--- src/verilog/spic_params.svh ---
// Constants for the second serial port configuration block
// Function
// - Shared mode drives both interrupt pins with OR of gated UART interrupts.
// - First port mode bit 7 selects separate (0) or shared (1) interrupts.
// - Second port mode bit 0 enables MIDI; clear at reset.
// - Second port mode bit 1 enables high speed; clear at reset.
// - Infrared option bit 0 sets receive polarity: 0 high, 1 low.
// - Infrared option bit 1 selects full duplex (0) or half duplex (1).
// - Infrared option bits 5:3 select the port mode, eight codes.
// - Infrared option bits 7:6 route device: 00 wired pins, 01 infrared.
// - Routing codes 10 and 11 leave both pin sets inactive.
// - Timeout register sets half duplex turnaround, 100 us steps to 10 ms.
// - Zero blanks only while busy; N extends blanking by N steps.
// - Option bits mirror the infrared core's two configuration fields.
// - Writes to either copy update both, shared storage; last write wins, and a configuration write beats a core write in the same cycle.
`ifndef SPIC_PARAMS_SVH
`define SPIC_PARAMS_SVH
`define SPIC_LDN_SERIAL1 8'h04
`define SPIC_LDN_SERIAL2 8'h05
`define SPIC_IDX_MODE 8'hF0
`define SPIC_IDX_IROPT 8'hF1
`define SPIC_IDX_HDTO 8'hF2
`define SPIC_RST_MODE 8'h00
`define SPIC_RST_IROPT 8'h00
`define SPIC_RST_HDTO 8'h03
`define SPIC_BIT_MIDI 0
`define SPIC_BIT_HS 1
`define SPIC_BIT_SHARE 7
`define SPIC_BIT_RXPOL 0
`define SPIC_BIT_HDX 1
`define SPIC_MODE_LO 3
`define SPIC_MUX_LO 6
`define SPIC_HDTO_MAX 8'h64
`define SPIC_STEP_US 100
`define SPIC_CLK_MHZ 100
`define SPIC_STEP_CYCLES (`SPIC_STEP_US * `SPIC_CLK_MHZ)
`endif

--- src/verilog/spic_pkg.sv ---
// Types for the second serial port configuration block
`default_nettype none
package spic_pkg;
  typedef enum logic [1:0] {
    SPIC_ROUTE_COM,
    SPIC_ROUTE_IR,
    SPIC_ROUTE_AUX,
    SPIC_ROUTE_OFF
  } spic_route_type;
  typedef enum logic [2:0] {
    SPIC_MODE_STD,
    SPIC_MODE_SIRA,
    SPIC_MODE_ASK,
    SPIC_MODE_SIRB,
    SPIC_MODE_HDLC,
    SPIC_MODE_PPM4,
    SPIC_MODE_CIR,
    SPIC_MODE_RAW
  } spic_mode_type;
endpackage
`default_nettype wire
--- src/verilog/spic_blank_timer.sv ---
// Half duplex blanking hold timer
`timescale 1ns/10ps
`default_nettype none
`include "spic_params.svh"
module spic_blank_timer #(
  parameter int STEP_CYCLES = `SPIC_STEP_CYCLES
) (
  input wire logic ref_clk,
  input wire logic rst_n,
  input wire logic busy,
  input wire logic [7:0] timeout,
  output logic blank
);
  localparam int PRE_W = $clog2(STEP_CYCLES + 1);
  logic [PRE_W-1:0] pre_r, pre_nxt;
  logic [7:0] steps_r, steps_nxt;
  logic blank_r, blank_nxt;
  logic [7:0] limit;

  always_comb begin
    limit = (timeout > `SPIC_HDTO_MAX) ? `SPIC_HDTO_MAX : timeout;
    pre_nxt = pre_r;
    steps_nxt = steps_r;
    if (busy) begin
      pre_nxt = '0;
      steps_nxt = limit;
    end else if (steps_r != 8'h00) begin
      if (pre_r == PRE_W'(STEP_CYCLES - 1)) begin
        pre_nxt = '0;
        steps_nxt = steps_r - 8'h01;
      end else begin
        pre_nxt = pre_r + PRE_W'(1);
      end
    end
    blank_nxt = busy | (steps_nxt != 8'h00);
  end

  always_ff @(posedge ref_clk or negedge rst_n) begin
    if (!rst_n) begin
      pre_r <= '0;
      steps_r <= 8'h00;
      blank_r <= 1'b0;
    end else begin
      pre_r <= pre_nxt;
      steps_r <= steps_nxt;
      blank_r <= blank_nxt;
    end
  end

  assign blank = blank_r;

  chk_blank_busy: assert property (@(posedge ref_clk) disable iff (!rst_n)
    busy |=> blank) else $error("blank missing while busy");
  chk_zero_release: assert property (@(posedge ref_clk) disable iff (!rst_n)
    (!busy && $past(busy) && $past(timeout) == 8'h00 && timeout == 8'h00) |=> !blank)
    else $error("zero timeout still blanking");
  chk_step_hold: assert property (@(posedge ref_clk) disable iff (!rst_n)
    (!busy && steps_r != 8'h00 && pre_r != PRE_W'(STEP_CYCLES - 1)) |=> steps_r == $past(steps_r))
    else $error("step counted early");
  chk_step_clamp: assert property (@(posedge ref_clk) disable iff (!rst_n)
    steps_r <= `SPIC_HDTO_MAX) else $error("hold count above limit");
endmodule // spic_blank_timer
`default_nettype wire

--- src/verilog/spic_config.sv ---
// Second serial port configuration, interrupt sharing and pin routing
`timescale 1ns/10ps
`default_nettype none
`include "spic_params.svh"
module spic_config #(
  parameter int STEP_CYCLES = `SPIC_STEP_CYCLES
) (
  input wire logic ref_clk,
  input wire logic rst_n,
  input wire logic [7:0] cfgDevice,
  input wire logic [7:0] cfgIndex,
  input wire logic cfgWrite,
  input wire logic cfgRead,
  input wire logic [7:0] cfgWdata,
  output logic [7:0] cfgRdata,
  input wire logic coreFirstWrite,
  input wire logic [5:0] coreFirstData,
  input wire logic coreSecondWrite,
  input wire logic [1:0] coreSecondData,
  output logic [5:0] coreFirst,
  output logic [1:0] coreSecond,
  output logic midiEnable,
  output logic highSpeed,
  output logic halfDuplex,
  output logic [2:0] uartMode,
  input wire logic uart1Irq,
  input wire logic uart1InterruptGate,
  input wire logic uart2Irq,
  input wire logic uart2InterruptGate,
  output logic uart1IrqOut,
  output logic uart1IrqOe,
  output logic uart2IrqOut,
  output logic uart2IrqOe,
  input wire logic devTx,
  input wire logic devTxBusy,
  input wire logic devRxBusy,
  output logic devRx,
  input wire logic comRx,
  output logic comTx,
  output logic comEnable,
  input wire logic infraredPinsRx,
  output logic infraredPinsTx,
  output logic infraredEnable
);
  logic [7:0] mode1_r, mode1_nxt;
  logic [1:0] mode2_r, mode2_nxt;
  logic [7:0] irOpt_r, irOpt_nxt;
  logic [7:0] hdto_r, hdto_nxt;
  logic [7:0] rdata_r, rdata_nxt;
  logic wrS1, wrS2;
  spic_pkg::spic_route_type route;

  // Configuration registers with shared storage for the core mirror
  always_comb begin
    wrS1 = cfgWrite && (cfgDevice == `SPIC_LDN_SERIAL1) && (cfgIndex == `SPIC_IDX_MODE);
    wrS2 = cfgWrite && (cfgDevice == `SPIC_LDN_SERIAL2);
    mode1_nxt = mode1_r;
    mode2_nxt = mode2_r;
    irOpt_nxt = irOpt_r;
    hdto_nxt = hdto_r;
    if (coreFirstWrite) begin
      irOpt_nxt[5:0] = coreFirstData;
    end
    if (coreSecondWrite) begin
      irOpt_nxt[7:6] = coreSecondData;
    end
    if (wrS1) begin
      mode1_nxt = {cfgWdata[`SPIC_BIT_SHARE], 5'h00, cfgWdata[1:0]};
    end
    if (wrS2) begin
      unique case (cfgIndex)
        `SPIC_IDX_MODE: mode2_nxt = cfgWdata[1:0];
        `SPIC_IDX_IROPT: irOpt_nxt = cfgWdata;
        `SPIC_IDX_HDTO: hdto_nxt = cfgWdata;
        default: ;
      endcase
    end
    rdata_nxt = rdata_r;
    if (cfgRead) begin
      rdata_nxt = 8'h00;
      if (cfgDevice == `SPIC_LDN_SERIAL1 && cfgIndex == `SPIC_IDX_MODE) begin
        rdata_nxt = mode1_r;
      end else if (cfgDevice == `SPIC_LDN_SERIAL2) begin
        unique case (cfgIndex)
          `SPIC_IDX_MODE: rdata_nxt = {6'h00, mode2_r};
          `SPIC_IDX_IROPT: rdata_nxt = irOpt_r;
          `SPIC_IDX_HDTO: rdata_nxt = hdto_r;
          default: rdata_nxt = 8'h00;
        endcase
      end
    end
  end

  always_ff @(posedge ref_clk or negedge rst_n) begin
    if (!rst_n) begin
      mode1_r <= `SPIC_RST_MODE;
      mode2_r <= 2'h0;
      irOpt_r <= `SPIC_RST_IROPT;
      hdto_r <= `SPIC_RST_HDTO;
      rdata_r <= 8'h00;
    end else begin
      mode1_r <= mode1_nxt;
      mode2_r <= mode2_nxt;
      irOpt_r <= irOpt_nxt;
      hdto_r <= hdto_nxt;
      rdata_r <= rdata_nxt;
    end
  end

  // Interrupt pin drive
  logic irq1Out_r, irq1Out_nxt, irq1Oe_r, irq1Oe_nxt;
  logic irq2Out_r, irq2Out_nxt, irq2Oe_r, irq2Oe_nxt;
  logic shared;

  always_comb begin
    shared = mode1_r[`SPIC_BIT_SHARE];
    if (shared) begin
      irq1Oe_nxt = uart1InterruptGate | uart2InterruptGate;
      irq1Out_nxt = (uart1InterruptGate & uart1Irq) | (uart2InterruptGate & uart2Irq);
      irq2Oe_nxt = irq1Oe_nxt;
      irq2Out_nxt = irq1Out_nxt;
    end else begin
      irq1Oe_nxt = uart1InterruptGate;
      irq1Out_nxt = uart1InterruptGate & uart1Irq;
      irq2Oe_nxt = uart2InterruptGate;
      irq2Out_nxt = uart2InterruptGate & uart2Irq;
    end
  end

  always_ff @(posedge ref_clk or negedge rst_n) begin
    if (!rst_n) begin
      irq1Out_r <= 1'b0;
      irq1Oe_r <= 1'b0;
      irq2Out_r <= 1'b0;
      irq2Oe_r <= 1'b0;
    end else begin
      irq1Out_r <= irq1Out_nxt;
      irq1Oe_r <= irq1Oe_nxt;
      irq2Out_r <= irq2Out_nxt;
      irq2Oe_r <= irq2Oe_nxt;
    end
  end

  // Half duplex blanking timers
  logic hdx, blankRx, blankTx;
  assign hdx = irOpt_r[`SPIC_BIT_HDX];

  spic_blank_timer #(.STEP_CYCLES(STEP_CYCLES)) u_txHold (
    .ref_clk(ref_clk),
    .rst_n(rst_n),
    .busy(hdx & devTxBusy),
    .timeout(hdto_r),
    .blank(blankRx)
  );

  spic_blank_timer #(.STEP_CYCLES(STEP_CYCLES)) u_rxHold (
    .ref_clk(ref_clk),
    .rst_n(rst_n),
    .busy(hdx & devRxBusy),
    .timeout(hdto_r),
    .blank(blankTx)
  );

  // Pin routing
  logic devRx_r, devRx_nxt, comTx_r, comTx_nxt, irTx_r, irTx_nxt;
  logic comEn_r, comEn_nxt, irEn_r, irEn_nxt;
  logic irRxLevel;

  always_comb begin
    route = spic_pkg::spic_route_type'(irOpt_r[`SPIC_MUX_LO +: 2]);
    irRxLevel = infraredPinsRx ^ irOpt_r[`SPIC_BIT_RXPOL];
    devRx_nxt = 1'b1;
    comTx_nxt = 1'b1;
    irTx_nxt = 1'b0;
    comEn_nxt = 1'b0;
    irEn_nxt = 1'b0;
    unique case (route)
      spic_pkg::SPIC_ROUTE_COM: begin
        comEn_nxt = 1'b1;
        comTx_nxt = devTx;
        devRx_nxt = comRx;
      end
      spic_pkg::SPIC_ROUTE_IR: begin
        irEn_nxt = 1'b1;
        irTx_nxt = devTx & ~(hdx & blankTx);
        devRx_nxt = (hdx & blankRx) ? 1'b1 : irRxLevel;
      end
      spic_pkg::SPIC_ROUTE_AUX, spic_pkg::SPIC_ROUTE_OFF: begin
        comEn_nxt = 1'b0;
        irEn_nxt = 1'b0;
      end
    endcase
  end

  always_ff @(posedge ref_clk or negedge rst_n) begin
    if (!rst_n) begin
      devRx_r <= 1'b1;
      comTx_r <= 1'b1;
      irTx_r <= 1'b0;
      comEn_r <= 1'b0;
      irEn_r <= 1'b0;
    end else begin
      devRx_r <= devRx_nxt;
      comTx_r <= comTx_nxt;
      irTx_r <= irTx_nxt;
      comEn_r <= comEn_nxt;
      irEn_r <= irEn_nxt;
    end
  end

  assign cfgRdata = rdata_r;
  assign coreFirst = irOpt_r[5:0];
  assign coreSecond = irOpt_r[7:6];
  assign midiEnable = mode2_r[`SPIC_BIT_MIDI];
  assign highSpeed = mode2_r[`SPIC_BIT_HS];
  assign halfDuplex = irOpt_r[`SPIC_BIT_HDX];
  assign uartMode = irOpt_r[`SPIC_MODE_LO +: 3];
  assign uart1IrqOut = irq1Out_r;
  assign uart1IrqOe = irq1Oe_r;
  assign uart2IrqOut = irq2Out_r;
  assign uart2IrqOe = irq2Oe_r;
  assign devRx = devRx_r;
  assign comTx = comTx_r;
  assign comEnable = comEn_r;
  assign infraredPinsTx = irTx_r;
  assign infraredEnable = irEn_r;

  chk_share_or: assert property (@(posedge ref_clk) disable iff (!rst_n)
    shared |=> (uart1IrqOut == uart2IrqOut) && (uart1IrqOe == uart2IrqOe)
      && uart1IrqOut == ($past(uart1InterruptGate & uart1Irq)
        | $past(uart2InterruptGate & uart2Irq)))
    else $error("shared interrupt pins wrong");
  chk_share_float: assert property (@(posedge ref_clk) disable iff (!rst_n)
    (!uart1InterruptGate && !uart2InterruptGate) |=> !uart1IrqOe && !uart2IrqOe)
    else $error("interrupt pin driven with gates clear");
  chk_separate_irq: assert property (@(posedge ref_clk) disable iff (!rst_n)
    !shared |=> uart2IrqOe == $past(uart2InterruptGate)
      && uart2IrqOut == $past(uart2Irq & uart2InterruptGate))
    else $error("separate interrupt pin wrong");
  chk_reserved_read: assert property (@(posedge ref_clk) disable iff (!rst_n)
    (cfgRead && cfgDevice == `SPIC_LDN_SERIAL2 && cfgIndex == `SPIC_IDX_MODE)
      |=> cfgRdata[7:2] == 6'h00)
    else $error("reserved mode bits read nonzero");
  chk_mirror_write: assert property (@(posedge ref_clk) disable iff (!rst_n)
    (wrS2 && cfgIndex == `SPIC_IDX_IROPT) |=> {coreSecond, coreFirst} == $past(cfgWdata))
    else $error("option write missing from core copy");
  chk_core_write: assert property (@(posedge ref_clk) disable iff (!rst_n)
    (coreFirstWrite && !wrS2) |=> uartMode == $past(coreFirstData[5:3]))
    else $error("core write missing from option register");
  chk_route_off: assert property (@(posedge ref_clk) disable iff (!rst_n)
    irOpt_r[7] |=> !comEnable && !infraredEnable)
    else $error("pins active for reserved routing");
  chk_ir_polarity: assert property (@(posedge ref_clk) disable iff (!rst_n)
    (route == spic_pkg::SPIC_ROUTE_IR && !hdx) |=> devRx == $past(infraredPinsRx ^ irOpt_r[0]))
    else $error("infrared receive polarity wrong");
  chk_tx_blank: assert property (@(posedge ref_clk) disable iff (!rst_n)
    (route == spic_pkg::SPIC_ROUTE_IR && hdx && blankTx) |=> !infraredPinsTx)
    else $error("infrared transmit not blanked");

  cov_shared: cover property (@(posedge ref_clk) disable iff (!rst_n) shared && uart2IrqOut);
  cov_ir_route: cover property (@(posedge ref_clk) disable iff (!rst_n) infraredEnable && hdx);
  cov_hold: cover property (@(posedge ref_clk) disable iff (!rst_n) $fell(devTxBusy) ##1 blankRx);
endmodule // spic_config
`default_nettype wire

--- config.mk ---
export PLATFORM = sky130hd
export DESIGN_NAME = spic_config
export DESIGN_NICKNAME = d
export VERILOG_FILES = /design/src/verilog/spic_pkg.sv /design/src/verilog/spic_blank_timer.sv /design/src/verilog/spic_config.sv
export VERILOG_INCLUDE_DIRS = /design/src /design/src/verilog
export SDC_FILE = /design/constraint.sdc
export NUM_CORES = 1
export LEC_CHECK = 0
export BUFFER_PORTS_ARGS = -buffer_cell sky130_fd_sc_hd__buf_2
export CORE_MARGIN = 2
export CORE_UTILIZATION = 45
export DETAILED_ROUTE_END_ITERATION = 12
export GPL_ROUTABILITY_DRIVEN = 0
export PLACE_DENSITY = 0.67
export SLEW_MARGIN = 0
export SYNTH_ARGS = -nofsm -noshare
export SYNTH_HDL_FRONTEND = slang
export SYNTH_SLANG_ARGS = --single-unit
--- constraint.sdc ---
create_clock -name ref_clk -period 2.9 [get_ports ref_clk]
set_input_delay 0.58 -clock ref_clk [delete_from_list [all_inputs] [get_ports ref_clk]]
set_output_delay 0.58 -clock ref_clk [all_outputs]
set_load 0.02 [all_outputs]
==> results of run 1 <==
## state kept, by name (all words and copies together), names as in the netlist, 2 cells and up
name and cells:
mode2_r 2, cfgRdata 8, u_rxHold.steps_r 8, u_txHold.steps_r 8
hdto_r 8, mode1_r 3, u_rxHold.pre_r 14, irOpt_r 8
u_txHold.pre_r 14
## cells in the mapped netlist (2+ instances only)
cell type  number
nor2_1         55
o22ai_1         9
mux2_2         13
dfstp_2         4
dfrtp_1        80
a21oi_1        29
o31ai_1         3
inv_1          15
xnor2_1        10
and3_1          4
nand3_1        19
o21ai_0        22
buf_2           2
nor3b_1         3
a32o_1          2
nor2b_1         6
a21o_1          2
and2_1          7
o211ai_1        2
a22oi_1         4
a22o_1          6
nand4b_1        3
nand2b_1        2
xor2_1         18
a211oi_1        3
nand4_1         9
mux2i_1        11
nor4_1          6
a31oi_1         5
clkbuf_1       11
or3_1           3
nand2_1        45
and4_1          7
ha_1            6
nor4b_1         5
nor3_1          4
buf_4           4
## how the worst max path moves through the flow
stage,slack [ns],endpoint
after detailed placement,0.44,u_rxHold.blank$_DFF_PN0_
after global placement,0.51,u_rxHold.blank$_DFF_PN0_
final,0.40,u_rxHold.blank$_DFF_PN0_
after CTS,0.43,u_rxHold.blank$_DFF_PN0_
after floorplan,0.55,u_rxHold.blank$_DFF_PN0_
after global routing,0.23,u_rxHold.blank$_DFF_PN0_
## through the flow
stage | setup slack, ns | total power, mW | hold slack [ns] | instances | cell area [um^2]
CTS | 0.4299 | 2.516 | 0.2412 | 660 | 5026
global placement | 0.5059 | 1.694 | 0.4104 | 644 | 4835
global route | 0.2317 | 2.618 | 0.2693 | 660 | 5026
detailed placement | 0.4359 | 1.710 | 0.4071 | 644 | 4835
finish | 0.4023 | 2.489 | 0.2171 | 660 | 5026
floorplan | 0.5474 | 1.557 | 0.2844 | 449 | 4309
## metal layers
metal	GRT usage [%]	up-vias	routed length (um)
met3	3.146	13	443
met2	33.15	100	4702
li1	-	1744	-
met4	6.667	0	140
met5	0	-	0
met1	25.51	1714	4438
## cells by family (layout without fill, tap and decap cells)
logic type	Yosys count	in the layout	share of synthesized area, %
mux	24	24	5.952
buf+inv	34	116	3.542
compound gates	89	89	12.49
xor+xnor	28	28	5.691
simple gates	184	184	21.69
fa+ha+maj	6	6	1.742
flops	84	84	48.90
## critical path, cell delays in order (launching register included)
cell	delay, ns
dfrtp_1	0.44
nor4b_1	0.38
and4_1	0.48
nand2_1	0.21
nor4_1	0.34
a21oi_1	0.11
or4_1	0.42
## final cells by class
class                           instances  area share (%)
Sequential cell                        84           41.92
Timing Repair Buffer                   85           9.161
Clock inverter                          7           1.344
Clock buffer                            9           2.465
Multi-Input combinational cell        331           40.78
Tap cell                              129           3.211
Inverter                               15           1.120
## report_power, final
part           switching [mW]  total, mW  leakage (nW)  internal (mW)
clock                   0.475      0.807        0.0940          0.332
combinational           0.229      0.373          1.11          0.143
sequential             0.0659       1.31          1.11           1.24
total                   0.770       2.49          2.32           1.72
==> flow_summary.toml, run 1 <==
[cts]
numCtsBuffers = 9
numClockSinks = 84
cts_setup_buffers = 0
cts-root-buf = "clkbuf_8"
holdBufCountCts = 0
h-tree-depth = 3
cts_tree = "yes"
cts_max_path_buffers = 2
clkLatencyLatePin_ns = 0.36
cts_resized = 0
clk_pin_slew_ns = 0.10

[timing]
tightest_slew_ns = 0.6247
slew_headroom_pct = 58.36
setup_viol = 0
max_freq_mhz = 400.4
drv_slew = 0
fin_crit_ns = 2.498
post-route-period-util_pct = 86.13
final.setup_skew_ns = 0.01437
rsz0062_at_grt = "false"
tns_ns = 0
finalHoldViolations = 0

[global_routing]
antenna_found_initial = 0
grt_pass1_wl_mm = 16.03
gr-total-overflow = 0
grt_pass1_vias = 3476
track_usage_pct = 19.51
grt_max_degree = 49

[run_status]
status = "complete, no violations"

[cells_and_area]
mostFrequentLayoutCells = "dfrtp_1, buf_2, nor2_1"
regArea_um2 = 2107
final_common_cell = "dfrtp_1"
n_antenna_cell = 0
fillers = 845
drive_above_1_share_pct = 22.60
final_util_pct = 54.14
syn2layout_area_growth_pct = 16.64
multi_input_area_um2 = 2049
nets = 579

[critical_path]
endpoint_kind = "register"
reg2reg_setup_slack_ns = 0.40
worst_setup_path_start_kind = "register"
required_ns = 3.14
rr_worst_depth = 6
worstPathArrival_ns = 2.74
critPathKind = "reg2reg"
rr_endpoint = "u_rxHold.blank$_DFF_PN0_"
cp-startpoint = "u_rxHold.pre_r[6]$_DFFE_PN0P_"
crit_fanout = 11
worstReg2RegStart = "u_rxHold.pre_r[6]$_DFFE_PN0P_"

[synthesis]
synthArstFlopShare_pct = 100.0
synth_edf_count = 0
netlist_area_um2 = 4309
synth_top_area_share_pct = 46.46
yosys.area.top_type = "dfrtp_1"
synth-main-ff-cell = "dfrtp_1"
synth_fp_nets = 502
avgSynthCellArea_um2 = 9.597
synth.distinct_cells = 47
synth_seq_cells = 84
yosysSeqAreaShare_pct = 48.90
syn_inst = 449
ys_warn_count = 0
synthTopCellsByArea = "dfrtp_1, nor2_1, nand2_1, xor2_1, mux2_2"

[route]
ant_nets = 0
drt_iter0_markers = 168
wirelength_mm = 9.724
dr.pass1.iters = 4
routed_via_density = 5.411
drc = 0
vias = 3571
detail_route.wl_per_cell_um = 14.73

[floorplan]
core_area_um2 = 9284
rows = 35
die-area_um2 = 10370
die_x_um = 101.9
die_y_um = 101.9
initial_core_util_pct = 46.42
ios = 78

[pwr]
vdd_drop_max_v = 0.0002596
p_leak_nw = 2.319
power_density_nw_per_um2 = 495.3

[run]
max_cap_violations = 0

[placement]
io_buffers = 77
hpwl_mm = 7.134

[hold_path]
hold_path_class = "in2async"
Note: power is estimated with default switching activity, not from simulation.
==> run 2, diff against run 1 <==
--- a/config.mk
+++ b/config.mk
@@ -7,11 +7,9 @@
 export NUM_CORES = 1
 export LEC_CHECK = 0
 export BUFFER_PORTS_ARGS = -buffer_cell sky130_fd_sc_hd__buf_2
-export CORE_MARGIN = 2
-export CORE_UTILIZATION = 45
+export CORE_UTILIZATION = 25
 export DETAILED_ROUTE_END_ITERATION = 12
 export GPL_ROUTABILITY_DRIVEN = 0
-export PLACE_DENSITY = 0.67
 export SLEW_MARGIN = 0
 export SYNTH_ARGS = -nofsm -noshare
 export SYNTH_HDL_FRONTEND = slang
==> flow_summary.toml, run 2 (synthesized netlist as in run 1, its figures left out) <==
[timing]
tns_ns = 0
final.setup_skew_ns = 0.007875
drv_slew = 0
fin_hold_ws_ns = 0.2338
setup_ws_ns = 0.4120
post-route-period-util_pct = 85.79
setup_viol = 0
max_freq_mhz = 401.9
slew_headroom_pct = 50.11
rsz0062_at_grt = "false"
fin_crit_ns = 2.488
finalHoldViolations = 0
tightest_slew_ns = 0.7416

[floorplan]
die-area_um2 = 17760
ios = 78
die_y_um = 133.3
core_area_um2 = 16700
initial_core_util_pct = 25.80
rows = 47
die_x_um = 133.3

[critical_path]
worst_setup_path_start_kind = "register"
cp_cell_sequence = "or4_4 -> or4b_1 -> buf_4 -> nand2_1 -> nor2_1 -> a211oi_1 -> a21oi_1"
endpoint_kind = "register"
critPathKind = "reg2reg"
reg2reg_setup_slack_ns = 0.41
crit_fanout = 14
rr_worst_depth = 7
required_ns = 3.09
max_stage_delay_ns = 0.59
rr_endpoint = "u_rxHold.steps_r[1]$_DFF_PN0_"
cp-startpoint = "u_rxHold.steps_r[2]$_DFF_PN0_"
endpoint = "u_rxHold.steps_r[1]$_DFF_PN0_"
worstReg2RegStart = "u_rxHold.steps_r[2]$_DFF_PN0_"
crit_slowest_cell = "or4b_1"
worstPathArrival_ns = 2.68

[cts]
clk_pin_slew_ns = 0.06
cts_tree = "yes"
holdBufCountCts = 0
cts-root-buf = "clkbuf_16"
numCtsBuffers = 9
clkLatencyLatePin_ns = 0.34
cts_max_path_buffers = 2
h-tree-depth = 3
cts_resized = 0
numClockSinks = 84
cts_setup_buffers = 0

[global_routing]
antenna_found_initial = 0
grt_pass1_vias = 3451
track_usage_pct = 11.89
grt_pass1_wl_mm = 16.84
gr-total-overflow = 0
grt_max_degree = 44

[placement]
preCtsSetupSlack_ns = 0.4286
hpwl_mm = 7.674
io_buffers = 77

[route]
vias = 3596
detail_route.wl_per_cell_um = 13.57
ant_nets = 0
dr.pass1.iters = 4
drc = 0
routed_via_density = 4.801
wirelength_mm = 10.16
drt_iter0_markers = 236

[cells_and_area]
drive_above_1_share_pct = 21.93
top_regs = "u_rxHold.pre_r (14), u_txHold.pre_r (14)"
syn2layout_area_growth_pct = 21.69
mostFrequentLayoutCells = "dfrtp_1, buf_2, nor2_1"
n_antenna_cell = 0
final_common_cell = "dfrtp_1"
final_util_pct = 31.40
nets = 577

[pwr]
p_leak_nw = 2.366
power_density_nw_per_um2 = 550.8
vdd_drop_max_v = 0.0002881
power.total_mw = 2.889

[hold_path]
hold_path_class = "in2async"

[run_status]
status = "complete, no violations"

[run]
max_cap_violations = 0
[run 2: cell count changes in the layout (fill, tap and decap cells not counted)]
cell,previous run,this run
clkbuf_8,9,0
clkbuf_1,0,2
bufinv_16,0,2
clkinv_4,1,0
clkinv_8,1,0
inv_6,4,0
buf_4,8,6
clkinv_2,0,2
clkbuf_16,0,9
[run 2: worst min path at each step]
stage                                        start                            end  slack [ns]  depth (start not counted)
after floorplan                              rst_n        cfgRdata[0]$_DFFE_PN0P_        0.28                          0
after global placement    u_rxHold.blank$_DFF_PN0_       infraredPinsTx$_DFF_PN0_        0.42                          1
after detailed placement  u_rxHold.blank$_DFF_PN0_       infraredPinsTx$_DFF_PN0_        0.41                          1
after CTS                                    rst_n  u_txHold.pre_r[4]$_DFFE_PN0P_        0.25                          1
after global routing                         rst_n  u_txHold.pre_r[4]$_DFFE_PN0P_        0.29                          1
final                                        rst_n  u_txHold.pre_r[4]$_DFFE_PN0P_        0.23                          1
[run 2: final cells by class]
class	instances	area (um^2)
timing repair buffer	83	445.4
clock buffer	11	232.7
multi-input combinational	331	2049
tap	220	275.3
sequential	84	2107
inverter	15	56.30
fill	1738	11460
clock inverter	5	77.57
[run 2: critical path: cells and delay by family (launching register included)]
family	cells	cell delay, ns
compound gates	2	0.29
simple gates	4	1.38
buf+inv	1	0.23
flops	1	0.44
[run 2: layer usage]
layer / track usage (%) / share of wire, % / vias up
li1: - / - / 1749
met1: 15.39 / 46 / 1731
met2: 19.39 / 48 / 102
met3: 2.473 / 5.1 / 14
met4: 4.672 / 1.6 / 0
met5: 0 / 0 / -
[run 2: through the flow]
| stage | std cells | instance area (um^2) |
|---|---|---|
| 6_report | 749 | 5244 |
| 5_1_grt | 749 | 5244 |
| 4_1_cts | 749 | 5244 |
| 3_5_place_dp | 733 | 4933 |
| 3_3_place_gp | 733 | 4933 |
| 2_1_floorplan | 449 | 4309 |
[run 2: power by group]
part	internal, mW	total, mW	switching (mW)
Sequential	1.25	1.32	0.0690
Combinational	0.141	0.372	0.231
Clock	0.752	1.20	0.450
Total	2.14	2.89	0.750
